$ cat src/logic/irct_defines.svh
// constants for the ir carrier timer: offsets, fields, reset values, dividers
`ifndef IRCT_DEFINES_SVH
`define IRCT_DEFINES_SVH

// ----------------------------------------------------------------------------
// register file addresses
// ----------------------------------------------------------------------------
`define IRCT_RF_T8_CTRL     7'h33
`define IRCT_RF_T8_SYNC     7'h14
`define IRCT_RF_T8_IRQ      7'h3D
`define IRCT_RF_TX_GATE     7'h3E
`define IRCT_RF_T8_FILT     7'h13

// ----------------------------------------------------------------------------
// field positions
// ----------------------------------------------------------------------------
`define IRCT_CTRL_EN_BIT    3
`define IRCT_CTRL_CLR_BIT   2
`define IRCT_CTRL_CKH_BIT   1
`define IRCT_CTRL_CKL_BIT   0
`define IRCT_SYNC_EXT_BIT   0
`define IRCT_SYNC_PAIR_BIT  3
`define IRCT_SYNC_T10_BIT   2
`define IRCT_IRQ_BIT        0
`define IRCT_GATE_BIT       0
`define IRCT_GATEBUF_BIT    1
`define IRCT_FILT_BIT       3
`define IRCT_LOW_SEL_BIT    7

// ----------------------------------------------------------------------------
// peripheral (data buffer) addresses
// ----------------------------------------------------------------------------
`define IRCT_PA_T8          4'h1
`define IRCT_PA_CAR_HI      4'h2
`define IRCT_PA_CAR_LO      4'h3

// ----------------------------------------------------------------------------
// reset values and dividers
// ----------------------------------------------------------------------------
`define IRCT_CTRL_RESET     4'h8
`define IRCT_DIV_32         8'h1F
`define IRCT_DIV_64         8'h3F
`define IRCT_DIV_256        8'hFF

`endif

$ cat src/logic/irct_pkg.sv
// types shared by the ir carrier timer files
package irct_pkg;

    typedef enum logic [1:0]
    {
        IRCT_CK_DIV32  = 2'b00,
        IRCT_CK_DIV64  = 2'b01,
        IRCT_CK_DIV256 = 2'b10,
        IRCT_CK_ALT    = 2'b11
    } irct_clksel_t;

    // register file access
    typedef struct packed
    {
        logic       wr;
        logic       rd;
        logic [6:0] addr;
        logic [3:0] wdata;
    } irct_rf_req_t;

    // data buffer get/put access
    typedef struct packed
    {
        logic       put;
        logic       get;
        logic [3:0] addr;
        logic [7:0] wdata;
    } irct_dbf_req_t;

endpackage

$ cat src/logic/irct_carrier.sv
// carrier generator: 7-bit counter with high and low period modulo values
`timescale 1ns/1ps

module irct_carrier #(
    parameter int CW = 7
) (
    input  wire logic          mclk,
    input  wire logic          rst,
    input  wire logic          tick,
    input  wire logic          run,
    input  wire logic [CW-1:0] high_period,
    input  wire logic [CW-1:0] low_period,
    output logic               carrier
);

    logic [CW-1:0] cnt_q;

    // ------------------------------------------------------------------------
    // phase counter
    // ------------------------------------------------------------------------
    // each phase lasts period+1 ticks; stopped generator parks low
    always_ff @(posedge mclk)
    begin
        if (rst || !run)
        begin
            cnt_q   <= '0;
            carrier <= 1'b0;
        end
        else if (tick)
        begin
            if (cnt_q == (carrier ? high_period : low_period))
            begin
                cnt_q   <= '0;
                carrier <= ~carrier;
            end
            else
                cnt_q <= cnt_q + 1'b1;
        end
    end

    property p_phase_len;
        @(posedge mclk) disable iff (rst || !run)
            (tick && cnt_q == (carrier ? high_period : low_period)) |=> $changed(carrier);
    endproperty
    a_phase_len: assert property (p_phase_len) else $error("carrier phase ended late");

endmodule

$ cat src/logic/irct_timer8.sv
// 8-bit modulo timer with carrier generator, ir output and paired-timer sync
// ----------------------------------------------------------------------------
// ----------------------------------------------------------------------------
`timescale 1ns/1ps
`include "irct_defines.svh"

module irct_timer8 #(
    parameter int PSW = 8
) (
    input  wire logic                  mclk,
    input  wire logic                  rst,
    input  wire irct_pkg::irct_rf_req_t  rf_req,
    output logic [3:0]                 rf_rdata,
    input  wire irct_pkg::irct_dbf_req_t dbf_req,
    output logic [7:0]                 data_buffer_port,
    input  wire logic                  stop_release,
    input  wire logic                  t8_ext_input_pin,
    input  wire logic                  comparator_out,
    input  wire logic                  envelope_in,
    output logic                       t10_run,
    output logic                       t10_count_tick,
    output logic                       t8_toggle_pin,
    output logic                       ir_tx_pin,
    output logic                       tx_indicator_pin,
    output logic                       t8_match_irq_flag
);

    logic [7:0]  t8_count_value;
    logic [7:0]  t8_match_limit;
    logic        t8_count_enable;
    logic [1:0]  t8_clksel;
    logic        t8_external_clock_select;
    logic        t8_noise_filter_enable;
    logic        paired_timer_sync;
    logic        t10_count_enable;
    logic        tx_gate;
    logic        tx_gate_buffer;
    logic [7:0]  carrier_high_period;
    logic [7:0]  carrier_low_period;
    logic [PSW-1:0] pre_q;
    logic        half_q;
    logic        carrier;
    logic        alt_q;
    logic        alt_prev_q;
    logic        t8_tick;
    logic        match;
    logic        rf_wr_ctrl;
    logic        rf_wr_sync;
    logic        clear_strobe;
    logic        rem_follow_q;

    assign rf_wr_ctrl   = rf_req.wr && rf_req.addr == `IRCT_RF_T8_CTRL;
    assign rf_wr_sync   = rf_req.wr && rf_req.addr == `IRCT_RF_T8_SYNC;
    assign clear_strobe = rf_wr_ctrl && rf_req.wdata[`IRCT_CTRL_CLR_BIT];

    // ------------------------------------------------------------------------
    // count clock selection
    // ------------------------------------------------------------------------
    always_ff @(posedge mclk)
    begin
        if (rst)
            pre_q <= '0;
        else
            pre_q <= pre_q + 1'b1;
    end

    always_ff @(posedge mclk)
    begin
        if (rst)
            half_q <= 1'b0;
        else
            half_q <= ~half_q;
    end

    // alternate source is sampled as a level; a rising edge is one tick
    always_ff @(posedge mclk)
    begin
        if (rst)
        begin
            alt_q      <= 1'b0;
            alt_prev_q <= 1'b0;
        end
        else
        begin
            alt_q      <= t8_external_clock_select
                          ? (t8_ext_input_pin | comparator_out) : carrier;
            alt_prev_q <= alt_q;
        end
    end

    always_comb
    begin
        unique case (irct_pkg::irct_clksel_t'(t8_clksel))
            irct_pkg::IRCT_CK_DIV32:  t8_tick = pre_q[4:0] == 5'(`IRCT_DIV_32);
            irct_pkg::IRCT_CK_DIV64:  t8_tick = pre_q[5:0] == 6'(`IRCT_DIV_64);
            irct_pkg::IRCT_CK_DIV256: t8_tick = pre_q[7:0] == `IRCT_DIV_256;
            irct_pkg::IRCT_CK_ALT:    t8_tick = alt_q && !alt_prev_q;
        endcase
    end

    // a zero limit never matches, so the flag is never raised
    assign match = t8_count_enable && t8_tick && t8_match_limit != 8'h00
                   && t8_count_value + 8'h01 == t8_match_limit;

    // ------------------------------------------------------------------------
    // register file controls
    // ------------------------------------------------------------------------
    always_ff @(posedge mclk)
    begin
        if (rst)
            t8_clksel <= 2'b00;
        else if (rf_wr_ctrl)
            t8_clksel <= rf_req.wdata[`IRCT_CTRL_CKH_BIT:`IRCT_CTRL_CKL_BIT];
    end

    // enable pair: stop release wins over a sync-mode stop, which wins over a sync start
    always_ff @(posedge mclk)
    begin
        if (rst)
        begin
            t8_count_enable  <= 1'(`IRCT_CTRL_RESET >> `IRCT_CTRL_EN_BIT);
            t10_count_enable <= 1'b0;
        end
        else if (stop_release)
            t8_count_enable <= 1'b1;
        else if (paired_timer_sync && match)
        begin
            t8_count_enable  <= 1'b0;
            t10_count_enable <= 1'b0;
        end
        else if (rf_wr_ctrl || rf_wr_sync)
        begin
            if (rf_wr_ctrl)
                t8_count_enable <= rf_req.wdata[`IRCT_CTRL_EN_BIT];
            if (rf_wr_sync)
                t10_count_enable <= rf_req.wdata[`IRCT_SYNC_T10_BIT];
            if (paired_timer_sync
                && ((rf_wr_ctrl && rf_req.wdata[`IRCT_CTRL_EN_BIT])
                    || (rf_wr_sync && rf_req.wdata[`IRCT_SYNC_T10_BIT])))
            begin
                t8_count_enable  <= 1'b1;
                t10_count_enable <= 1'b1;
            end
        end
    end

    always_ff @(posedge mclk)
    begin
        if (rst)
        begin
            t8_external_clock_select <= 1'b0;
            paired_timer_sync        <= 1'b0;
        end
        else if (rf_wr_sync)
        begin
            t8_external_clock_select <= rf_req.wdata[`IRCT_SYNC_EXT_BIT];
            paired_timer_sync        <= rf_req.wdata[`IRCT_SYNC_PAIR_BIT];
        end
    end

    always_ff @(posedge mclk)
    begin
        if (rst)
            t8_noise_filter_enable <= 1'b0;
        else if (rf_req.wr && rf_req.addr == `IRCT_RF_T8_FILT)
            t8_noise_filter_enable <= rf_req.wdata[`IRCT_FILT_BIT];
    end

    // ------------------------------------------------------------------------
    // counter, limit, flag and toggle pin
    // ------------------------------------------------------------------------
    always_ff @(posedge mclk)
    begin
        if (rst || clear_strobe)
            t8_count_value <= 8'h00;
        else if (match && !paired_timer_sync)
            t8_count_value <= 8'h00;
        else if (match)
            t8_count_value <= t8_match_limit;
        else if (t8_count_enable && t8_tick)
            t8_count_value <= t8_count_value + 8'h01;
    end

    always_ff @(posedge mclk)
    begin
        if (rst)
            t8_match_limit <= 8'h00;
        else if (dbf_req.put && dbf_req.addr == `IRCT_PA_T8)
            t8_match_limit <= dbf_req.wdata;
    end

    // a match in the clearing cycle still sets the flag
    always_ff @(posedge mclk)
    begin
        if (rst)
            t8_match_irq_flag <= 1'b0;
        else if (match)
            t8_match_irq_flag <= 1'b1;
        else if (clear_strobe)
            t8_match_irq_flag <= 1'b0;
        else if (rf_req.wr && rf_req.addr == `IRCT_RF_T8_IRQ
                 && !rf_req.wdata[`IRCT_IRQ_BIT])
            t8_match_irq_flag <= 1'b0;
    end

    always_ff @(posedge mclk)
    begin
        if (rst || clear_strobe)
            t8_toggle_pin <= 1'b1;
        else if (match)
            t8_toggle_pin <= ~t8_toggle_pin;
    end

    // ------------------------------------------------------------------------
    // paired 10-bit timer control
    // ------------------------------------------------------------------------
    always_ff @(posedge mclk)
    begin
        if (rst || !t10_count_enable || !paired_timer_sync)
            t10_run <= 1'b0;
        else if (t8_tick)
            t10_run <= 1'b1;
    end

    always_ff @(posedge mclk)
    begin
        if (rst)
            t10_count_tick <= 1'b0;
        else
            t10_count_tick <= t10_run && t10_count_enable && envelope_in
                              && paired_timer_sync;
    end

    // ------------------------------------------------------------------------
    // carrier generator and ir output
    // ------------------------------------------------------------------------
    always_ff @(posedge mclk)
    begin
        if (rst)
        begin
            carrier_high_period <= 8'h00;
            carrier_low_period  <= 8'h00;
        end
        else if (dbf_req.put && dbf_req.addr == `IRCT_PA_CAR_HI)
            carrier_high_period <= {1'b0, dbf_req.wdata[6:0]};
        else if (dbf_req.put && dbf_req.addr == `IRCT_PA_CAR_LO)
            carrier_low_period <= dbf_req.wdata;
    end

    // the generator keeps running while it clocks the timer even with gate low
    irct_carrier #(
        .CW (7)
    ) u_carrier (
        .mclk        (mclk),
        .rst         (rst),
        .tick        (half_q),
        .run         (tx_gate || rem_follow_q
                      || (t8_clksel == 2'b11 && !t8_external_clock_select)),
        .high_period (carrier_high_period[6:0]),
        .low_period  (carrier_low_period[6:0]),
        .carrier     (carrier)
    );

    always_ff @(posedge mclk)
    begin
        if (rst)
        begin
            tx_gate        <= 1'b0;
            tx_gate_buffer <= 1'b0;
        end
        else
        begin
            if (rf_req.wr && rf_req.addr == `IRCT_RF_TX_GATE)
            begin
                tx_gate        <= rf_req.wdata[`IRCT_GATE_BIT];
                tx_gate_buffer <= rf_req.wdata[`IRCT_GATEBUF_BIT];
            end
            if (match)
                tx_gate <= tx_gate_buffer;
        end
    end

    // hold the high pulse until the carrier itself falls
    always_ff @(posedge mclk)
    begin
        if (rst)
            rem_follow_q <= 1'b0;
        else if (tx_gate)
            rem_follow_q <= 1'b1;
        else if (!carrier || carrier_low_period[`IRCT_LOW_SEL_BIT])
            rem_follow_q <= 1'b0;
    end

    always_ff @(posedge mclk)
    begin
        if (rst)
        begin
            ir_tx_pin        <= 1'b0;
            tx_indicator_pin <= 1'b1;
        end
        else
        begin
            ir_tx_pin <= (tx_gate || (rem_follow_q && carrier))
                         && (carrier_low_period[`IRCT_LOW_SEL_BIT] || carrier);
            tx_indicator_pin <= ~tx_gate;
        end
    end

    // ------------------------------------------------------------------------
    // read paths
    // ------------------------------------------------------------------------
    always_ff @(posedge mclk)
    begin
        if (rst)
            rf_rdata <= 4'h0;
        else if (rf_req.rd)
        begin
            unique case (rf_req.addr)
                `IRCT_RF_T8_CTRL: rf_rdata <= {t8_count_enable, 1'b0, t8_clksel};
                `IRCT_RF_T8_SYNC: rf_rdata <= {paired_timer_sync, t10_count_enable,
                                               1'b0, t8_external_clock_select};
                `IRCT_RF_T8_IRQ:  rf_rdata <= {3'b000, t8_match_irq_flag};
                `IRCT_RF_TX_GATE: rf_rdata <= {2'b00, tx_gate_buffer, tx_gate};
                `IRCT_RF_T8_FILT: rf_rdata <= {t8_noise_filter_enable, 3'b000};
                default:          rf_rdata <= 4'h0;
            endcase
        end
    end

    always_ff @(posedge mclk)
    begin
        if (rst)
            data_buffer_port <= 8'h00;
        else if (dbf_req.get)
        begin
            unique case (dbf_req.addr)
                `IRCT_PA_T8:     data_buffer_port <= t8_count_value;
                `IRCT_PA_CAR_HI: data_buffer_port <= carrier_high_period;
                `IRCT_PA_CAR_LO: data_buffer_port <= carrier_low_period;
                default:         data_buffer_port <= 8'h00;
            endcase
        end
    end

    // ------------------------------------------------------------------------
    // checks
    // ------------------------------------------------------------------------
    property p_match_irq;
        @(posedge mclk) disable iff (rst) match |=> t8_match_irq_flag;
    endproperty
    a_match_irq: assert property (p_match_irq) else $error("match lost irq");

    property p_match_toggle;
        @(posedge mclk) disable iff (rst) (match && !clear_strobe) |=> $changed(t8_toggle_pin);
    endproperty
    a_match_toggle: assert property (p_match_toggle) else $error("pin not toggled");

    property p_clear;
        @(posedge mclk) disable iff (rst)
            clear_strobe |=> (t8_count_value == 8'h00 && t8_toggle_pin);
    endproperty
    a_clear: assert property (p_clear) else $error("clear strobe ignored");

    property p_hold_disabled;
        @(posedge mclk) disable iff (rst)
            (!t8_count_enable && !clear_strobe) |=> $stable(t8_count_value);
    endproperty
    a_hold_disabled: assert property (p_hold_disabled) else $error("count moved");

    property p_stop_release;
        @(posedge mclk) disable iff (rst) stop_release |=> t8_count_enable;
    endproperty
    a_stop_release: assert property (p_stop_release) else $error("enable not set");

    property p_sync_stop;
        @(posedge mclk) disable iff (rst)
            (paired_timer_sync && match && !stop_release)
            |=> (!t8_count_enable && !t10_count_enable) ##1 !t10_count_tick;
    endproperty
    a_sync_stop: assert property (p_sync_stop) else $error("sync stop failed");

    property p_wrap;
        @(posedge mclk) disable iff (rst)
            (match && !paired_timer_sync && !clear_strobe) |=> t8_count_value == 8'h00;
    endproperty
    a_wrap: assert property (p_wrap) else $error("no wrap on match");

    property p_gate_copy;
        @(posedge mclk) disable iff (rst)
            match |=> tx_gate == $past(tx_gate_buffer) ##1 tx_indicator_pin == ~$past(tx_gate);
    endproperty
    a_gate_copy: assert property (p_gate_copy) else $error("gate not copied");

    property p_envelope;
        @(posedge mclk) disable iff (rst) !envelope_in |=> !t10_count_tick;
    endproperty
    a_envelope: assert property (p_envelope) else $error("t10 ticked w/o envelope");

endmodule

$ cat config.mk
export PLATFORM = sky130hd
export DESIGN_NAME = irct_timer8
export DESIGN_NICKNAME = d
export VERILOG_FILES = /design/src/logic/irct_pkg.sv /design/src/logic/irct_carrier.sv /design/src/logic/irct_timer8.sv
export VERILOG_INCLUDE_DIRS = /design/src /design/src/logic
export SDC_FILE = /design/constraint.sdc
export NUM_CORES = 1
export LEC_CHECK = 0
export ABC_CLOCK_PERIOD_IN_PS = 2600
export BUFFER_PORTS_ARGS = -buffer_cell sky130_fd_sc_hd__buf_4
export CORE_MARGIN = 2
export CORE_UTILIZATION = 43
export CTS_BUF_LIST = sky130_fd_sc_hd__clkbuf_4
export CTS_CLUSTER_SIZE = 14
export DETAILED_ROUTE_END_ITERATION = 10
export SYNTH_ARGS = -nofsm -noshare
export SYNTH_HDL_FRONTEND = slang
export SYNTH_SLANG_ARGS = --single-unit
$ cat constraint.sdc
create_clock -name mclk -period 2.6 [get_ports mclk]
set_input_delay 0.13 -clock mclk [delete_from_list [all_inputs] [get_ports mclk]]
set_output_delay 0.13 -clock mclk [all_outputs]
set_load 0.03 [all_outputs]
Word level (Yosys, flattened, before mapping)
Index checks and enable logic that the tools add are counted.
Storage, ports and cells
  register bits: 78
  latch bits: 0
  memory bits (writable): 0
  memory bits (read-only): 0
  bits of input ports: 33
  output and inout bits: 18
  logic and storage cells: 134
  memories: 0
Operators by class
  $add $sub $neg: 3
  multiply operators: 0
  div/mod/pow operators: 0
  magnitude comparators: 0
  equal/unequal tests: 16
  shifts and indexed selects: 0
  muxes and demuxes: 23
  bitwise logic cells: 7
  reduce and logical (&&, ||, !) cells: 58
Operators with widths (count)
  $logic_and A1 B1 Y1: 25
  $pmux W8 S3: 1
  $eq A7 B6 Y1 const B: 3
  $pmux W4 S5: 1
  $add A8 B1 Y8 const B: 2
  $mux W1: 16
  $mux W8: 2
  $eq A7 B5 Y1 const B: 2
  $mux W7: 2
  $logic_or A1 B1 Y1: 11
  $reduce_bool A3 Y1: 3
  $eq A4 B2 Y1 const B: 2
  $eq A8 B8 Y1: 1
  $eq A8 B8 Y1 const B: 1
  $reduce_bool A2 Y1: 4
  $reduce_bool A8 Y1: 1
  $add A7 B1 Y7 const B: 1
  $eq A7 B7 Y1: 1
  $logic_not A1 Y1: 7
  $eq A6 B6 Y1 const B: 1
  $not A1 Y1: 6
  $reduce_and A2 Y1: 3
  $eq A5 B5 Y1 const B: 1
  $eq A2 B2 Y1 const B: 2
  7 further kinds: 8

Depth between registers and ports, before layout
Gate-level depths: netlist (run 1).
  depth in word-level cells: 9
  mapped depth: 10
  mapped depth without buffers: 9

Cells and area by module
A second synthesis (run 1) with hierarchy kept.
Second synthesis, totals
  cells, all modules: 438
  area total of the unflattened synthesis: 3896.2 um2
By module, submodules not included
  irct_timer8: times used 1, cells an instance 385, area an instance 3408.3 um2, seq. area each 1401.3 um2
  irct_carrier: times used 1, cells an instance 53, area an instance 488.0 um2, seq. area each 160.2 um2

Least setup slack after synthesis (run 1)
Ideal clock, no wire load.
  path kind: reg-to-reg
  from: register pre_q[0]
  to: register t8_count_value[0]
  setup time: 0.128 ns
  arrival time: 2.019 ns
  required time: 2.472 ns
  path slack: 0.452 ns
  stages on the path, launching flop included: 11
  buffers on the path: 1
  clock period less this slack: 2.148 ns
  path through: dfxtp_1 > ha_1 > and3_2 > ha_1 > nand2b_2 > o21ai_1 > o21ai_4 > or2_1 > buf_6 > o31ai_4 > nor2_1
On the way
  longest elaborated chain between the ends: 7
  elaborated cells between the ends (all ways): 11
  those cells by class: eq/ne (3); mux (2); reduce/logical (6)
RTL lines
  start: declaration: RTL line irct_timer8.sv:40  | logic [PSW-1:0] pre_q;
  start signal: assignment: RTL line irct_timer8.sv:64  | pre_q <= pre_q + 1'b1;
  $eq A8 B8 Y1 (no source line) (tied with other cells)
  $pmux W1 S4 (*): RTL line irct_timer8.sv:93  | unique case (irct_pkg::irct_clksel_t'(t8_clksel))
  $logic_and A1 B1 Y1 (*): RTL line irct_timer8.sv:102, irct_timer8.sv:180
  $logic_and A1 B1 Y1: RTL line irct_timer8.sv:102  | assign match = t8_count_enable && t8_tick && t8_match_limit != 8'h00
  $logic_and A1 B1 Y1: RTL line irct_timer8.sv:103  | && t8_count_value + 8'h01 == t8_match_limit;
  $logic_and A1 B1 Y1: RTL line irct_timer8.sv:176  | else if (match && !paired_timer_sync)
  $reduce_or A2 Y1 (no source line)
  end signal: assignment: RTL line irct_timer8.sv:179  | t8_count_value <= t8_match_limit;
  end signal: assignment: RTL line irct_timer8.sv:181  | t8_count_value <= t8_count_value + 8'h01;
  end: declaration: RTL line irct_timer8.sv:28  | logic [7:0] t8_count_value;
Every way passes the cells marked *; elsewhere a longest branch is shown, timed or not.
A chain may end at the register's enable or synchronous reset.

Worst setup path in the final report (run 1)
  from: register pre_q[0]
  to: register t8_count_value[1]
The elaborated chain is that of the path after synthesis.

==> impl_results.md, run 1 <==
* Crit Path Category: reg2reg
* Final setup viols at 0
* Met3 usage at 0.0381
* First-pass GRT wire length at 13.9 mm
* Multi-input logic area at 2110 sq um
* Starting density of the core at 0.439
* CP Max Fanout at 10
* Vias per inst at 5.20
* Net Count, Synth at 446
* DR iter-0 viols at 102
* Final RePlAce weighted congestion at 0.828
* GRT Util Overall at 0.178
* EDFF count, synth at 0
* Final Util at 0.522
* # IOs at 51
* Synth-to-Final Area Change at 19.0%
* Startpoint Class: flop
* Cell with the most instances after synthesis: dfxtp_1
* Worst-Skew Late Latency at 0.41 ns
* Hold Crit Start: stop_release
* FF-to-FF path depth at 9
* Vias in the first global route at 2972
* Wire per inst at 13.9 um
* GR Util met1 at 0.238
* Met2 Usage GRT at 0.291
* Core Box Area at 8590 sq um
* Flop2flop setup slack at 0.19 ns
* Final Net Count at 507
* Slew at the pin closest to its max-slew limit at 0.724 ns
* Drt drc at 0
* Post-route setup slack at 0.190 ns
* Post-DP HPWL at 5.95 mm
* RSZ-0062 raised after global routing: no
* Number of fill cells at 835
* Share of the synthesized area in the top cell type at 0.414
* Yosys reg bits at 78
* Final hold slack at 0.0256 ns
* Die width at 97.7 um
* Leakage at 0.00180 uW
* Sequential element share of the synthesized area at 0.414
* Clock tree buffer depth at 2
* Placement Setup Slack at 0.185 ns
* CTS Root Cell: clkbuf_4
* Num CTS Buffers at 9
* Initial antenna violation count at 0
* ANT nets after route at 0
* Setup TNS Final at 0 ns
* Clock slew at the register clock pins of the worst setup and hold paths at 0.13 ns
* Main synth FF type: dfxtp_1
* Arrival @ worst endpoint at 2.70 ns
* Post-synth top area cell: dfxtp_1
* Max frequency at 415 MHz
* Area of the mapped netlist at 3770 sq um
* Post-synthesis cell type count at 59
* Avg Cell Area, Syn at 9.22 sq um
* Synth top area cells: dfxtp_1 41%, mux2i_1 9.8%, nor2_1 7.7%, xnor2_1 4.6%, xor2_1 3.7%
* Die extent in y at 97.7 um
* Relative slew slack at 0.514
* Status: completed
* Max Slew Vio Count at 0
* Layout cells sized above 1 at 0.192
* Sink Count at 78
* Core Rows at 34
* R2r startpoint: pre_q[0]
* Critical Path RT at 2.89 ns
* Min Clock Period, post-route at 2.41 ns
* Final Hold Viols at 0
* Top cells by count, synth: 78 x dfxtp_1, 77 x nor2_1, 37 x mux2i_1
* # H-tree levels at 3
* Worst hold endpoint: t8_count_enable
* Fin Clk Skew at 0.0151 ns
* Max-cap viol count at 0
* Final global-route overflow total at 0
* Die ar. at 9540 sq um
* Number of diodes at 0
* Most used routing layer: met2
* IO buf count at 50
* Largest net degree at the start of global routing at 60
* Post-CTS Resized at 0
* Drt total wl at 8.09 mm
* Asr flop ratio synth at 0
* R2r endpoint: t8_count_value[1]
* Total number of vias at 3027
* Power Dens Cells at 462 nW/um^2
* CP endpoint kind: flop
* Worst IR drop on VDD at 0.331 mV
* Pre-antenna DRT Iters at 5
* CTS tree: built
* Min-delay worst type: in2reg
* Worst Hold Depth at 3
* Register area at 1560 sq um
* Final worst-path cycle share at 0.927
* Post-synthesis cell count at 409
* Yosys warning total at 0
==> state kept, by name, indices dropped and copies added, names as in the netlist, 2 cells and up <==
signal and flops:
t8_clksel 2, data_buffer_port 8, carrier_low_period 8, carrier_high_period 7
pre_q 8, rf_rdata 4, u_carrier.cnt_q 7, t8_match_limit 8
t8_count_value 8
==> how the worst max path moves through the flow <==
stage / slack [ns] / endpoint / from / cells after the start
after floorplan: 0.45 / t8_count_value[0] / pre_q[0] / 10
after global placement: 0.26 / t8_count_value[0] / pre_q[0] / 9
after detailed placement: 0.18 / t8_count_value[0] / pre_q[0] / 9
after CTS: 0.17 / t8_count_value[0] / pre_q[0] / 9
after global routing: 0.02 / t8_count_value[1] / pre_q[0] / 9
final: 0.19 / t8_count_value[1] / pre_q[0] / 9
==> critical path: stages (launching register included) <==
cell and delay, ns:
dfxtp_1 0.39, ha_1 0.19, and3_2 0.21, ha_1 0.16, nand2b_2 0.05, o21ai_1 0.32
o21ai_4 0.16, or2_1 0.36, o31ai_4 0.37, nor2_1 0.09
==> cell usage in the layout, fill, tap and decap left out, types with 4 or more instances in the layout <==
cell / instances
mux2_2: 8
and3_1: 6
nor2_1: 77
nand3_1: 15
nand2_1: 14
nor4_1: 4
buf_4: 53
ha_1: 4
a21oi_1: 16
o21ai_0: 6
dfxtp_1: 78
a31oi_1: 4
nor3_1: 5
a211oi_1: 5
clkbuf_4: 10
nand4_1: 6
nor2b_1: 13
dlygate4sd3_1: 14
a22o_1: 7
xnor2_1: 20
mux2i_1: 37
inv_1: 5
xor2_1: 16
==> kinds of logic (layout without fill, tap and decap cells) <==
kind of cell | Yosys count | in the layout | share of synthesized area
AO/OA/AOI/OAI | 58 | 58 | 0.120
XOR/XNOR | 36 | 36 | 0.0836
adder cells (fa/ha/maj) | 4 | 4 | 0.0133
buffers and inverters | 22 | 87 | 0.0269
flip-flops | 78 | 78 | 0.414
multiplexers | 46 | 46 | 0.125
AND/OR/NAND/NOR | 165 | 165 | 0.217
==> area by class of cell <==
class                           instances  share of cell area
Timing Repair Buffer                   67               0.120
Inverter                                5             0.00418
Multi-Input combinational cell        309               0.470
Clock inverter                          5              0.0114
Clock buffer                           10              0.0167
Sequential cell                        78               0.348
Tap cell                              108              0.0301
==> power breakdown <==
group | internal [uW] | total [uW] | switching, uW
Sequential | 1210 | 1220 | 11.2
Combinational | 77.5 | 157 | 79.1
Clock | 293 | 698 | 405
Total | 1580 | 2070 | 495
==> per-layer routing <==
| layer | wire length, um | part of all wire |
|---|---|---|
| met1 | 3970 | 0.49 |
| met2 | 3730 | 0.46 |
| met3 | 284 | 0.035 |
| met4 | 102 | 0.013 |
| met5 | 0 | 0 |
==> stage by stage <==
step	power [uW]	std cells	area (sq um)
2_1_floorplan	1320	409	3770
3_3_place_gp	1380	553	4220
3_5_place_dp	1390	553	4220
4_1_cts	2090	582	4490
5_1_grt	2170	582	4490
6_report	2070	582	4490
==> what timing repair did <==
item	CTS	global route
setup buffers	0	0
endpoints found under the hold margin	34	0
hold buffers	14	0
No activity file was read; power rests on OpenSTA's default activity.
==> run 2, diff against run 1 <==
--- a/config.mk
+++ b/config.mk
@@ -6,6 +6,7 @@
 export SDC_FILE = /design/constraint.sdc
 export NUM_CORES = 1
 export LEC_CHECK = 0
+export ABC_AREA = 1
 export ABC_CLOCK_PERIOD_IN_PS = 2600
 export BUFFER_PORTS_ARGS = -buffer_cell sky130_fd_sc_hd__buf_4
 export CORE_MARGIN = 2
==> run 2 against run 1 <==
  * Final area up 3.3%
  * Clock power up 35%
  * Critical endpoint is now t8_count_value[0]
  * Highest routed layer unchanged
  * Via count up 20%
  * Cell count up 22%
  * Fmax up 16%
==> impl_results.md, run 2 <==
* Max Slew Vio Count at 0 (unchanged)
* Synth-to-Final Area Change at 22.5%
* Most common cell after layout, fill and taps aside: nand2_1
* Crit Path Category: reg2reg
* Post-synthesis cell type count at 35 (-41%)
* Asr flop ratio synth at 0 (unchanged)
* Sink Count at 78 (unchanged)
* Final worst-path cycle share at 0.802 (-0.125)
* Post-CTS Resized at 0 (unchanged)
* Initial antenna violation count at 0 (unchanged)
* Setup TNS Final at 0 ns (unchanged)
* Post-synth top area cell: dfxtp_1
* # H-tree levels at 3 (unchanged)
* Worst hold endpoint: t8_match_limit[1]
* Starting density of the core at 0.438 (-0.000858)
* Vias in the first global route at 3510 (+18%)
* DR iter-0 viols at 147 (+44%)
* Core Rows at 34 (unchanged)
* Internal at 1780 uW (+13%)
* Commonest non-fill, non-tap cells in the layout: 120 x nand2_1, 78 x dfxtp_1, 65 x inv_1
* RSZ-0062 raised after global routing: no
* CTS tree: built
* Final Net Count at 635 (+25%)
* Top cells by count, synth: 120 x nand2_1, 78 x dfxtp_1, 65 x inv_1
* Hold Crit Start: dbf_req[13]
* Status: completed
* ANT nets after route at 0 (unchanged)
* Number of diodes at 0 (unchanged)
* GRT Util Overall at 0.210 (+0.0318)
* Final global-route overflow total at 0 (unchanged)
* First-pass GRT wire length at 16.3 mm (+17%)
* Clock slew at the register clock pins of the worst setup and hold paths at 0.13 ns (about the same)
* CP Max Fanout at 9 (-1)
* Total number of vias at 3630 (+20%)
* Drt drc at 0 (unchanged)
* Num CTS Buffers at 9 (unchanged)
* Cell with the most instances after synthesis: nand2_1
* Clock tree buffer depth at 2 (unchanged)
* Layout cells sized above 1 at 0.158 (-0.0344)
* Worst-Skew Late Latency at 0.43 ns (+0.02 ns)
* EDFF count, synth at 0 (unchanged)
* CP endpoint kind: flop
* Sequential element share of the synthesized area at 0.413 (-0.00123)
* Worst IR drop on VDD at 0.233 mV (-30%)
* Slew at the pin closest to its max-slew limit at 0.598 ns (-0.125 ns)
* Min Clock Period, post-route at 2.08 ns (-0.326 ns)
* Share of the synthesized area in the top cell type at 0.413 (-0.00123)
* Sequential share of power at 0.521 (-0.067)
* FF-to-FF path depth at 11 (+2)
* Combinational power share at 0.074 (-0.002)
* Final RePlAce weighted congestion at 0.931 (+12%)
* Die extent in y at 97.8 um (+0.14%)
* Min-delay worst type: in2reg
* Vias per inst at 5.11 (-1.8%)
* IO buf count at 50 (unchanged)
* Area of the mapped netlist at 3780 sq um (+0.30%)
* Worst Hold Depth at 3 (unchanged)
* Largest net degree at the start of global routing at 32 (-47%)
* Post-route setup slack at 0.515 ns (+0.326 ns)
* Post-CTS setup buffers at 0 (unchanged)
* Core Box Area at 8640 sq um (+0.50%)
* Die width at 97.8 um (+0.14%)
* Final Hold Viols at 0 (unchanged)
* Relative slew slack at 0.600 (+0.0861)
* Clock power share at 0.405 (+0.068)
* Leakage at 0.00185 uW (+2.4%)
* Yosys reg bits at 78 (unchanged)
* Max-cap viol count at 0 (unchanged)
* Die ar. at 9570 sq um (+0.29%)
* Post-synthesis cell count at 529 (+29%)
* Arrival @ worst endpoint at 2.40 ns (-0.30 ns)
* Net Sw Frac at 0.240 (+0.000735)
* Sw Pwr at 559 uW (+13%)
* R2r endpoint: t8_count_value[0]
* Flop2flop setup slack at 0.52 ns (+0.33 ns)
* Placement Setup Slack at 0.523 ns (+0.338 ns)
* Critical Path RT at 2.92 ns (+0.03 ns)
* Net Count, Synth at 566 (+27%)
* Wire per inst at 13.7 um (-1.5%)
* R2r startpoint: pre_q[0]
* Synth top area cells: dfxtp_1 41%, nand2_1 12%, a21oi_1 6.6%, inv_1 6.4%, o21ai_0 5.4%
* Max frequency at 480 MHz (+16%)
* Pre-antenna DRT Iters at 4 (-1)
* Fin Clk Skew at 0.0113 ns (-0.00381 ns)
* Drt total wl at 9.73 mm (+20%)
* # IOs at 51 (unchanged)
* Final setup viols at 0 (unchanged)
* Power Dens Cells at 504 nW/um^2 (+9.1%)
* Avg Cell Area, Syn at 7.15 sq um (-22%)
* Startpoint Class: flop
* CTS Root Cell: clkbuf_4
* Post-DP HPWL at 7.16 mm (+20%)
* Main synth FF type: dfxtp_1
* Number of fill cells at 894 (+7.1%)
* Yosys warning total at 0 (unchanged)
==> run 2: changes by cell type in the layout (fill, tap and decap cells not counted), moves of 5 or more <==
cell           before  now
a21oi_2             0    7
nand3_1            15   36
nand2_1            14  120
a21oi_1            16   50
o21ai_0             6   41
a22o_1              7    0
o221ai_1            0    5
xnor2_1            20    5
nor2_1             77   48
dlygate4sd3_1      14   19
mux2i_1            37    0
mux2_2              8    0
inv_1               5   65
nor2b_1            13    0
==> run 2: final cells by class <==
type                       instances  area, sq um  share of cell area
clock buffer                       9         67.6              0.0146
clock inverter                     7          120              0.0259
inverter                          66          248              0.0534
multi-input combinational        372         1920               0.415
sequential                        78         1560               0.337
tap                              108          135              0.0291
timing repair buffer              71          581               0.125
==> run 2: logic make-up (layout without fill, tap and decap cells) <==
family,count (synthesis),after routing,share of synthesized area
flops,78,78,0.413
fa+ha+maj,4,4,0.0132
xor+xnor,17,17,0.0394
buf+inv,79,153,0.0790
simple gates,236,236,0.283
compound gates,115,115,0.173
==> run 2: worst max-delay path: stages (launching register included) <==
cell,delay [ns]
dfxtp_1,0.37
ha_1,0.19
nand3_1,0.12
inv_1,0.07
ha_1,0.14
inv_1,0.04
nand2_1,0.10
nand3_2,0.23
nor2_4,0.22
nand3_4,0.12
o21ai_4,0.32
a21oi_2,0.04
==> run 2: power groups by stage <==
stage | logic, uW | clock network [uW] | registers [uW]
floorplan | 81.8 | 0 | 1240
global placement | 151 | 0 | 1240
detailed placement | 154 | 0 | 1240
CTS | 173 | 974 | 1220
global route | 192 | 1010 | 1220
finish | 172 | 945 | 1220
==> run 2: what timing repair did <==
action	in CTS	in global routing
hold buffers	19	0
setup endpoints to repair	0	0
hold endpoints to repair	26	0
==> run 2: how the worst max path moves through the flow <==
stage               slack, ns  startpoint           endpoint
floorplan                0.79    pre_q[0]  t8_count_value[0]
global placement         0.58    pre_q[0]  t8_count_value[1]
detailed placement       0.52    pre_q[0]  t8_count_value[4]
CTS                      0.48    pre_q[0]  t8_count_value[0]
global route             0.29    pre_q[0]  t8_count_value[0]
finish                   0.52    pre_q[0]  t8_count_value[0]
==> run 2: through the flow <==
step / std cells / total power [uW] / utilization / cell area (sq um) / hold slack [ns]
2_1_floorplan: 529 / 1320 / - / 3780 / 0.239
3_3_place_gp: 676 / 1390 / 0.493 / 4260 / 0.342
3_5_place_dp: 676 / 1400 / 0.493 / 4260 / 0.349
4_1_cts: 711 / 2360 / 0.537 / 4640 / 0.000427
5_1_grt: 711 / 2430 / 0.537 / 4640 / 0.0223
6_report: 711 / 2340 / 0.537 / 4640 / 0.0259
==> run 2: routing by layer <==
metal,GRT usage,part of all wire,up-vias,routed length (um)
li1,-,-,1866,-
met1,0.272,0.47,1683,4570
met4,0.0812,0.018,0,172
met5,0,0,-,0
met3,0.0308,0.032,14,312
met2,0.354,0.48,67,4670
